**src/rcr_pkg.sv**
```systemverilog
// shared constants for the rail control register bank
package rcr_pkg;

  // register indices as printed, byte address is four times the index
  localparam logic [7:0] IDX_DEEP_SLEEP = 8'h32;
  localparam logic [7:0] IDX_PLAT_SWITCH = 8'h33;
  localparam logic [7:0] IDX_RAIL_1V8 = 8'h34;
  localparam logic [7:0] ADDR_DEEP_SLEEP = {IDX_DEEP_SLEEP[5:0], 2'h0};
  localparam logic [7:0] ADDR_PLAT_SWITCH = {IDX_PLAT_SWITCH[5:0], 2'h0};
  localparam logic [7:0] ADDR_RAIL_1V8 = {IDX_RAIL_1V8[5:0], 2'h0};

  // reset values
  localparam logic [7:0] RST_DEEP_SLEEP = 8'h2A;
  localparam logic [7:0] RST_PLAT_SWITCH = 8'h0A;
  localparam logic [7:0] RST_RAIL_1V8 = 8'h2A;

  // field positions
  localparam int LP_MSB = 7;
  localparam int LP_LSB = 6;
  localparam int VSEL_MSB = 5;
  localparam int VSEL_LSB = 4;
  localparam int EXIT_MSB = 3;
  localparam int EXIT_LSB = 2;
  localparam int MODE_MSB = 1;
  localparam int MODE_LSB = 0;

  // field codes
  localparam logic [1:0] MODE_OFF = 2'h0;
  localparam logic [1:0] MODE_AUTO_A = 2'h1;
  localparam logic [1:0] MODE_AUTO_B = 2'h2;
  localparam logic [1:0] MODE_FPWM = 2'h3;
  localparam logic [1:0] EXIT_NONE = 2'h0;
  localparam logic [1:0] LP_NONE = 2'h0;
  localparam logic [1:0] VSEL_NOMINAL = 2'h2;

  // bus answers
  localparam logic [1:0] RESP_OKAY = 2'h0;
  localparam logic [1:0] RESP_SLVERR = 2'h2;

endpackage : rcr_pkg

```
**src/rcr_top.sv**
```systemverilog
// rail control register bank: three rail registers, sleep handling, decode
//
// Chosen here: the AXI4-Lite register port.
`timescale 1ns/1ps
module rcr_top #(
  parameter int ADDR_W = 8
) (
  // clock and reset
  input wire logic CLK,
  input wire logic ARST_N,
  // axi4-lite write
  input wire logic [ADDR_W-1:0] S_AXI_AWADDR,
  input wire logic S_AXI_AWVALID,
  output logic S_AXI_AWREADY,
  input wire logic [31:0] S_AXI_WDATA,
  input wire logic [3:0] S_AXI_WSTRB,
  input wire logic S_AXI_WVALID,
  output logic S_AXI_WREADY,
  output logic [1:0] S_AXI_BRESP,
  output logic S_AXI_BVALID,
  input wire logic S_AXI_BREADY,
  // axi4-lite read
  input wire logic [ADDR_W-1:0] S_AXI_ARADDR,
  input wire logic S_AXI_ARVALID,
  output logic S_AXI_ARREADY,
  output logic [31:0] S_AXI_RDATA,
  output logic [1:0] S_AXI_RRESP,
  output logic S_AXI_RVALID,
  input wire logic S_AXI_RREADY,
  // sleep input
  input wire logic SLEEP_N,
  // deep-sleep 3.3 V rail
  output logic DS_CONV_EN,
  output logic DS_CONV_FPWM,
  output logic [1:0] DS_VOLT_SEL,
  output logic [1:0] DS_LP_SEL,
  output logic DS_LP_ACTIVE,
  // platform 3.3 V switch
  output logic PSW_EN,
  // 1.8 V rail
  output logic V18_CONV_EN,
  output logic V18_CONV_FPWM,
  output logic [1:0] V18_VOLT_SEL,
  output logic [1:0] V18_LP_SEL,
  output logic V18_LP_ACTIVE
);

  ////////////////////////////////////////////////////////////////////////////
  // bus front end

  logic wr_pulse, wr_lane0, wr_ok, rd_ok;
  logic [ADDR_W-1:0] wr_addr, rd_addr;
  logic [7:0] wr_data, rd_data;
  logic [7:0] ds_val, psw_val, v18_val;
  logic wr_ds, wr_psw, wr_v18;

  rcr_axil_slave #(.ADDR_W(ADDR_W)) u_bus (
    .clk(CLK),
    .arst_n(ARST_N),
    .awaddr(S_AXI_AWADDR),
    .awvalid(S_AXI_AWVALID),
    .awready(S_AXI_AWREADY),
    .wdata(S_AXI_WDATA),
    .wstrb(S_AXI_WSTRB),
    .wvalid(S_AXI_WVALID),
    .wready(S_AXI_WREADY),
    .bresp(S_AXI_BRESP),
    .bvalid(S_AXI_BVALID),
    .bready(S_AXI_BREADY),
    .araddr(S_AXI_ARADDR),
    .arvalid(S_AXI_ARVALID),
    .arready(S_AXI_ARREADY),
    .rdata(S_AXI_RDATA),
    .rresp(S_AXI_RRESP),
    .rvalid(S_AXI_RVALID),
    .rready(S_AXI_RREADY),
    .wr_pulse(wr_pulse),
    .wr_addr(wr_addr),
    .wr_data(wr_data),
    .wr_lane0(wr_lane0),
    .wr_ok(wr_ok),
    .rd_addr(rd_addr),
    .rd_data(rd_data),
    .rd_ok(rd_ok)
  );

  // lane 0 holds the whole register; other lanes are ignored
  assign wr_ds = wr_pulse && wr_lane0 && wr_addr == ADDR_W'(rcr_pkg::ADDR_DEEP_SLEEP);
  assign wr_psw = wr_pulse && wr_lane0 && wr_addr == ADDR_W'(rcr_pkg::ADDR_PLAT_SWITCH);
  assign wr_v18 = wr_pulse && wr_lane0 && wr_addr == ADDR_W'(rcr_pkg::ADDR_RAIL_1V8);
  assign wr_ok = wr_addr == ADDR_W'(rcr_pkg::ADDR_DEEP_SLEEP)
    || wr_addr == ADDR_W'(rcr_pkg::ADDR_PLAT_SWITCH)
    || wr_addr == ADDR_W'(rcr_pkg::ADDR_RAIL_1V8);

  always_comb begin
    rd_data = 8'h00;
    rd_ok = 1'b1;
    if (rd_addr == ADDR_W'(rcr_pkg::ADDR_DEEP_SLEEP)) begin
      rd_data = ds_val;
    end else if (rd_addr == ADDR_W'(rcr_pkg::ADDR_PLAT_SWITCH)) begin
      rd_data = psw_val;
    end else if (rd_addr == ADDR_W'(rcr_pkg::ADDR_RAIL_1V8)) begin
      rd_data = v18_val;
    end else begin
      rd_ok = 1'b0;
    end
  end

  ////////////////////////////////////////////////////////////////////////////
  // sleep edges

  logic sleep_prev_reg, sleep_prev_next;
  logic enter_pulse, exit_pulse;

  assign sleep_prev_next = SLEEP_N;
  assign enter_pulse = sleep_prev_reg && !SLEEP_N;
  // one pulse per rise, since prev follows the pin every cycle
  assign exit_pulse = !sleep_prev_reg && SLEEP_N;

  always_ff @(posedge CLK or negedge ARST_N) begin
    if (!ARST_N) begin
      sleep_prev_reg <= 1'b1;
    end else begin
      sleep_prev_reg <= sleep_prev_next;
    end
  end

  ////////////////////////////////////////////////////////////////////////////
  // rail registers

  rcr_rail_reg #(.RESET_VAL(rcr_pkg::RST_DEEP_SLEEP)) u_ds (
    .clk(CLK),
    .arst_n(ARST_N),
    .wr_en(wr_ds),
    .wr_data(wr_data),
    .exit_pulse(exit_pulse),
    .value(ds_val)
  );

  rcr_rail_reg #(.RESET_VAL(rcr_pkg::RST_PLAT_SWITCH)) u_psw (
    .clk(CLK),
    .arst_n(ARST_N),
    .wr_en(wr_psw),
    .wr_data(wr_data),
    .exit_pulse(exit_pulse),
    .value(psw_val)
  );

  rcr_rail_reg #(.RESET_VAL(rcr_pkg::RST_RAIL_1V8)) u_v18 (
    .clk(CLK),
    .arst_n(ARST_N),
    .wr_en(wr_v18),
    .wr_data(wr_data),
    .exit_pulse(exit_pulse),
    .value(v18_val)
  );

  ////////////////////////////////////////////////////////////////////////////
  // rail controls

  logic [1:0] ds_mode, v18_mode, psw_mode;
  logic [1:0] ds_lp_reg, ds_lp_next, v18_lp_reg, v18_lp_next;
  logic [6:0] out_reg, out_next;

  assign ds_mode = ds_val[rcr_pkg::MODE_MSB:rcr_pkg::MODE_LSB];
  assign v18_mode = v18_val[rcr_pkg::MODE_MSB:rcr_pkg::MODE_LSB];
  assign psw_mode = psw_val[rcr_pkg::MODE_MSB:rcr_pkg::MODE_LSB];

  // setpoint is taken at the falling edge only; later writes wait for the next entry
  always_comb begin
    ds_lp_next = ds_lp_reg;
    v18_lp_next = v18_lp_reg;
    if (enter_pulse) begin
      ds_lp_next = ds_val[rcr_pkg::LP_MSB:rcr_pkg::LP_LSB];
      v18_lp_next = v18_val[rcr_pkg::LP_MSB:rcr_pkg::LP_LSB];
    end else if (exit_pulse) begin
      ds_lp_next = rcr_pkg::LP_NONE;
      v18_lp_next = rcr_pkg::LP_NONE;
    end
  end

  always_comb begin
    out_next[0] = ds_mode != rcr_pkg::MODE_OFF;
    out_next[1] = ds_mode == rcr_pkg::MODE_FPWM;
    out_next[2] = psw_mode != rcr_pkg::MODE_OFF;
    out_next[3] = v18_mode != rcr_pkg::MODE_OFF;
    out_next[4] = v18_mode == rcr_pkg::MODE_FPWM;
    out_next[5] = ds_lp_next != rcr_pkg::LP_NONE;
    out_next[6] = v18_lp_next != rcr_pkg::LP_NONE;
  end

  always_ff @(posedge CLK or negedge ARST_N) begin
    if (!ARST_N) begin
      ds_lp_reg <= 2'h0;
      v18_lp_reg <= 2'h0;
      out_reg <= 7'h0D;
    end else begin
      ds_lp_reg <= ds_lp_next;
      v18_lp_reg <= v18_lp_next;
      out_reg <= out_next;
    end
  end

  assign DS_CONV_EN = out_reg[0];
  assign DS_CONV_FPWM = out_reg[1];
  assign PSW_EN = out_reg[2];
  assign V18_CONV_EN = out_reg[3];
  assign V18_CONV_FPWM = out_reg[4];
  assign DS_LP_ACTIVE = out_reg[5];
  assign V18_LP_ACTIVE = out_reg[6];
  assign DS_LP_SEL = ds_lp_reg;
  assign V18_LP_SEL = v18_lp_reg;
  // normal select is a straight register field, so it is already a flop
  assign DS_VOLT_SEL = ds_val[rcr_pkg::VSEL_MSB:rcr_pkg::VSEL_LSB];
  assign V18_VOLT_SEL = v18_val[rcr_pkg::VSEL_MSB:rcr_pkg::VSEL_LSB];
endmodule : rcr_top

```
**src/rcr_rail_reg.sv**
```systemverilog
// one 8-bit rail control register with copy on standby exit
`timescale 1ns/1ps
module rcr_rail_reg #(
  parameter logic [7:0] RESET_VAL = 8'h2A
) (
  // clock and reset
  input wire logic clk,
  input wire logic arst_n,
  // write and standby exit
  input wire logic wr_en,
  input wire logic [7:0] wr_data,
  input wire logic exit_pulse,
  // stored value
  output logic [7:0] value
);

  logic [7:0] value_reg;
  logic [7:0] value_next;

  // write lands first, so a field written in the exit cycle is the one copied
  always_comb begin
    value_next = wr_en ? wr_data : value_reg;
    if (exit_pulse && value_next[rcr_pkg::EXIT_MSB:rcr_pkg::EXIT_LSB] != rcr_pkg::EXIT_NONE) begin
      value_next[rcr_pkg::MODE_MSB:rcr_pkg::MODE_LSB] =
        value_next[rcr_pkg::EXIT_MSB:rcr_pkg::EXIT_LSB];
    end
  end

  always_ff @(posedge clk or negedge arst_n) begin
    if (!arst_n) begin
      value_reg <= RESET_VAL;
    end else begin
      value_reg <= value_next;
    end
  end

  assign value = value_reg;

endmodule : rcr_rail_reg

```
**src/rcr_axil_slave.sv**
```systemverilog
// axi4-lite slave front end, one write and one read at a time
`timescale 1ns/1ps
module rcr_axil_slave #(
  parameter int ADDR_W = 8
) (
  // clock and reset
  input wire logic clk,
  input wire logic arst_n,
  // write channels
  input wire logic [ADDR_W-1:0] awaddr,
  input wire logic awvalid,
  output logic awready,
  input wire logic [31:0] wdata,
  input wire logic [3:0] wstrb,
  input wire logic wvalid,
  output logic wready,
  output logic [1:0] bresp,
  output logic bvalid,
  input wire logic bready,
  // read channels
  input wire logic [ADDR_W-1:0] araddr,
  input wire logic arvalid,
  output logic arready,
  output logic [31:0] rdata,
  output logic [1:0] rresp,
  output logic rvalid,
  input wire logic rready,
  // register side
  output logic wr_pulse,
  output logic [ADDR_W-1:0] wr_addr,
  output logic [7:0] wr_data,
  output logic wr_lane0,
  input wire logic wr_ok,
  output logic [ADDR_W-1:0] rd_addr,
  input wire logic [7:0] rd_data,
  input wire logic rd_ok
);

  logic aw_full_reg, aw_full_next, w_full_reg, w_full_next;
  logic [ADDR_W-1:0] aw_addr_reg, aw_addr_next;
  logic [7:0] w_data_reg, w_data_next;
  logic w_lane_reg, w_lane_next;
  logic bvalid_reg, bvalid_next, rvalid_reg, rvalid_next;
  logic [1:0] bresp_reg, bresp_next, rresp_reg, rresp_next;
  logic [7:0] rdata_reg, rdata_next;

  assign awready = !aw_full_reg && !bvalid_reg;
  assign wready = !w_full_reg && !bvalid_reg;
  assign arready = !rvalid_reg;
  assign wr_pulse = aw_full_reg && w_full_reg && !bvalid_reg;
  assign wr_addr = aw_addr_reg;
  assign wr_data = w_data_reg;
  assign wr_lane0 = w_lane_reg;
  assign rd_addr = araddr;

  always_comb begin
    aw_full_next = aw_full_reg;
    aw_addr_next = aw_addr_reg;
    w_full_next = w_full_reg;
    w_data_next = w_data_reg;
    w_lane_next = w_lane_reg;
    bvalid_next = bvalid_reg;
    bresp_next = bresp_reg;
    if (awvalid && awready) begin
      aw_full_next = 1'b1;
      aw_addr_next = awaddr;
    end
    if (wvalid && wready) begin
      w_full_next = 1'b1;
      w_data_next = wdata[7:0];
      w_lane_next = wstrb[0];
    end
    if (wr_pulse) begin
      aw_full_next = 1'b0;
      w_full_next = 1'b0;
      bvalid_next = 1'b1;
      bresp_next = wr_ok ? rcr_pkg::RESP_OKAY : rcr_pkg::RESP_SLVERR;
    end else if (bvalid_reg && bready) begin
      bvalid_next = 1'b0;
    end
    rvalid_next = rvalid_reg;
    rdata_next = rdata_reg;
    rresp_next = rresp_reg;
    if (arvalid && arready) begin
      rvalid_next = 1'b1;
      rdata_next = rd_data;
      rresp_next = rd_ok ? rcr_pkg::RESP_OKAY : rcr_pkg::RESP_SLVERR;
    end else if (rvalid_reg && rready) begin
      rvalid_next = 1'b0;
    end
  end

  always_ff @(posedge clk or negedge arst_n) begin
    if (!arst_n) begin
      aw_full_reg <= 1'b0;
      aw_addr_reg <= '0;
      w_full_reg <= 1'b0;
      w_data_reg <= 8'h00;
      w_lane_reg <= 1'b0;
      bvalid_reg <= 1'b0;
      bresp_reg <= 2'h0;
      rvalid_reg <= 1'b0;
      rdata_reg <= 8'h00;
      rresp_reg <= 2'h0;
    end else begin
      aw_full_reg <= aw_full_next;
      aw_addr_reg <= aw_addr_next;
      w_full_reg <= w_full_next;
      w_data_reg <= w_data_next;
      w_lane_reg <= w_lane_next;
      bvalid_reg <= bvalid_next;
      bresp_reg <= bresp_next;
      rvalid_reg <= rvalid_next;
      rdata_reg <= rdata_next;
      rresp_reg <= rresp_next;
    end
  end

  assign bvalid = bvalid_reg;
  assign bresp = bresp_reg;
  assign rvalid = rvalid_reg;
  assign rresp = rresp_reg;
  assign rdata = {24'h000000, rdata_reg};

endmodule : rcr_axil_slave

```
**config.mk**
```make
export PLATFORM = sky130hd
export DESIGN_NAME = rcr_top
export DESIGN_NICKNAME = d
export VERILOG_FILES = /design/src/rcr_pkg.sv /design/src/rcr_top.sv /design/src/rcr_rail_reg.sv /design/src/rcr_axil_slave.sv
export SDC_FILE = /design/constraint.sdc
export NUM_CORES = 1
export LEC_CHECK = 0
export BUFFER_PORTS_ARGS = -buffer_cell sky130_fd_sc_hd__buf_4
export CORE_MARGIN = 5
export CORE_UTILIZATION = 54
export CTS_CLUSTER_SIZE = 12
export DETAILED_ROUTE_END_ITERATION = 6
export PLACE_DENSITY = 0.84
export SLEW_MARGIN = 20
export SYNTH_ARGS = -nofsm -noshare
export SYNTH_HDL_FRONTEND = slang
export SYNTH_SLANG_ARGS = --single-unit
```
**constraint.sdc**
```tcl
create_clock -name CLK -period 4.02 [get_ports CLK]
set_input_delay 1.206 -clock CLK [delete_from_list [all_inputs] [get_ports CLK]]
set_output_delay 1.206 -clock CLK [all_outputs]
set_load 0.1 [all_outputs]
```
==> metrics.md <==
| Metric | Value |
|---|---|
| R2R Setup Slk | about 2200 ps |
| Via count | 2152 |
| WL/cell | between 15 and 20 um |
| First-pass GRT wire length | approximately 10 mm |
| Final core utilization | 64.8% |
| Simple-Gate Fraction of Synth Area | between 10% and 20% |
| Clk slew on worst S/H paths | roughly 70 ps |
| Worst Skew | ~7.5 ps |
| FP Rows | 28 |
| Status | finished, final reports clean |
| GRT Overall Usage | ~17% |
| Die area | 0.00778 sq mm |
| Largest net degree at the start of global routing | between 60 and 70 |
| Fmax | 413 MHz |
| Synth Area in Compound Gates | approximately 8% |
| DR vias/cell | roughly 5.3 |
| DRC Markers | 0 |
| Reg-to-reg startpoint | u_bus.bvalid |
| Startpoint types | register |
| Postcts setup bufs | 0 |
| Max-cap viol count | 0 |
| Hold_ws | 489 ps |
| Fin. Hold Viols | 0 |
| DP Cell Count | 388 |
| # diodes | 0 |
| Initial Utilization | between 50% and 60% |
| Worst EP required | around 2800 ps |
| Post-synth EDFFs | 0 |
| # setup viols final | 0 |
| Largest family of logic cells by synthesized area | simple AND/OR/NAND/NOR gates |
| Crit. Startpoint | u_bus.bvalid |
| Longest Clk Path Bufs | 2 |
| Hold Startpoint | u_bus.rdata_reg[1] |
| GP Congestion | approximately 0.8 |
| XOR/XNOR Fraction of Synth Area | 0% |
| Initial DRC count | between 100 and 150 |
| Ys async rst share | 100% |
| Setup Crit Path Kind | register to output pin |
| Chip width | 88.2 um |
| Synthesis-to-layout area growth | 16.1% |
| Post-synthesis mux area share | between 10% and 20% |
| CTS tree | done |
| Post-route insts no fill | a little over 400 |
| Fin crit period | about 2400 ps |
| Hold crit path type | register to register |
| Avg Cell Area, Syn | around 12 sq um |
| #FFs+latches synth | 67 |
| Post-Route WL | between 6 and 7 mm |
| Sequential area share after synthesis | between 50 and 60% |
| Clock Tree Root | clkbuf_8 |
| Synth Warn # | 0 |
| CTS Sinks | 67 |
| Post-synthesis cell area | around 0.0033 sq mm |
| Adder-Cell Fraction of Synth Area | 0% |
| Total negative slack | 0 ps |
| Dpl hpwl | about 4.5 mm |
| Cell count after synthesis | around 270 |
| Tcrit/Tclk final | 60.2% |
| Slew Viols, Final | 0 |
| Post-route ant nets | 0 |
| Share of layout cells above drive strength 1 | approximately 46% |
| Critical Path End Type | output pin |
| Vias in the first global route | around 2200 |
| Total CTS buffers | 9 |
| Pwr/cell area | between 600 and 700 mW/mm^2 |
| Peak supply drop | around 0.5 mV |
| Gr ovfl total | 0 |
| Slew margin rel. | around 46% |
| Seq. cell area | about 0.0017 sq mm |
| # resized after CTS | 0 |
| Crit Path Max Fanout | 6 |
| Ys flop type | dfrtp_1 |
| Actual slew at the worst max-slew pin | just over 800 ps |
| Crit path DAT | about 1200 ps |
| Count of cell types in the netlist | 42 |
| Leak | between 1.5 and 2 nW |
| RSZ-0062 raised after global routing | false |
| Area of the multi-input gates | approximately 0.0014 sq mm |
| CTS hold repair buffers | 0 |
| Num ports | about 120 |
| Worst-Skew Late Latency | ~350 ps |
| Layout fillers | 485 |
| Core area | 0.00592 sq mm |
| Initial antenna violation count | 0 |
| 1st-pass router iterations | 4 |
| Nets | 384 |
| IO buf count | between 60 and 70 |
| Die Y | around 90 um |
| CTS HTree Levels | 3 |
==> cell usage in the layout (no fill, tap or decap), types with 5 or more instances in the layout <==
| cell type | count |
|---|---|
| buf_4 | 64 |
| dfrtp_1 | 55 |
| mux2_2 | 36 |
| conb_1 | 26 |
| clkbuf_8 | 12 |
| dfstp_2 | 12 |
| nand3_1 | 11 |
| mux2i_1 | 10 |
| nand2_1 | 10 |
| a22oi_1 | 8 |
| nand3b_1 | 8 |
| a21boi_0 | 8 |
| or2b_2 | 7 |
| o31ai_1 | 7 |
| o21ai_0 | 6 |
| or4b_2 | 6 |
| nor2_1 | 5 |
| or2_2 | 5 |
==> stage by stage <==
step                      total power, W  setup slack [ps]  area (sq um)
after CTS                        0.00236              1600          3840
after global placement           0.00182              1530          3650
after detailed placement         0.00184              1500          3650
after floorplan                  0.00170               613          3400
final                            0.00234              1600          3840
after global routing             0.00246              1530          3840
==> layer usage <==
| layer | up-vias | part of all wire (%) | track usage [%] | wire (um) |
|---|---|---|---|---|
| met5 | - | 0 | 0 | 0 |
| met4 | 0 | 1.8 | 7.83 | 115 |
| met3 | 10 | 9.6 | 5.12 | 604 |
| met1 | 1048 | 43 | 22.7 | 2670 |
| met2 | 87 | 46 | 26.9 | 2870 |
| li1 | 1007 | - | - | - |
==> cells by family (layout without fill, tap and decap cells) <==
group | count (synthesis) | count (layout)
flip-flops | 67 | 67
AO/OA/AOI/OAI | 36 | 36
buffers and inverters | 45 | 83
AND/OR/NAND/NOR | 71 | 71
multiplexers | 46 | 46
other | 1 | 26
==> path summary, 6_finish.rpt <==
| kind | endpoint | cells past startpoint |
|---|---|---|
| max in group asynchronous | out_reg[1] | 1 |
| hold reg to reg | u_bus.rdata_reg[1] | 2 |
| setup reg to reg | u_v18.value[2] | 3 |
| min in group asynchronous | u_bus.w_full_reg | 1 |
| setup / recovery | S_AXI_AWREADY | 2 |
| hold / removal | u_bus.rdata_reg[1] | 2 |
==> area by class of cell <==
cell class | count | area share [%]
Tap cell | 75 | 2.45
Clock inverter | 2 | 0.261
Inverter | 3 | 0.294
Multi-Input combinational cell | 179 | 35.9
Clock buffer | 14 | 4.50
Sequential cell | 67 | 44.1
Timing Repair Buffer | 64 | 12.5
==> cells in the mapped netlist (all sizes together), types with 3 or more instances <==
master / n / area (sq um)
dfrtp: 55 / 1380
buf: 38 / 293
mux2: 36 / 405
dfstp: 12 / 315
nand3: 11 / 55.1
mux2i: 10 / 100
nand2: 10 / 37.5
a21boi: 8 / 60.1
a22oi: 8 / 60.1
nand3b: 8 / 60.1
o31ai: 8 / 65.1
or2b: 8 / 68.8
or4b: 7 / 70.1
o21ai: 6 / 30.0
nor2: 5 / 18.8
or2: 5 / 31.3
clkbuf: 4 / 26.3
and2: 3 / 18.8
nand4: 3 / 46.3
nor2b: 3 / 18.8
nor3b: 3 / 27.5
==> critical path: stages (launching register included) <==
cell and delay (ps):
dfrtp_1 420, nor2_1 140, buf_4 310
==> report_power, final <==
group	internal, W	switching [W]	total [W]
Sequential	0.000844	0.000131	0.000975
Combinational	0.000258	0.000593	0.000852
Clock	0.000273	0.000241	0.000514
Total	0.00138	0.000965	0.00234
(Power assumes the default switching activity.)
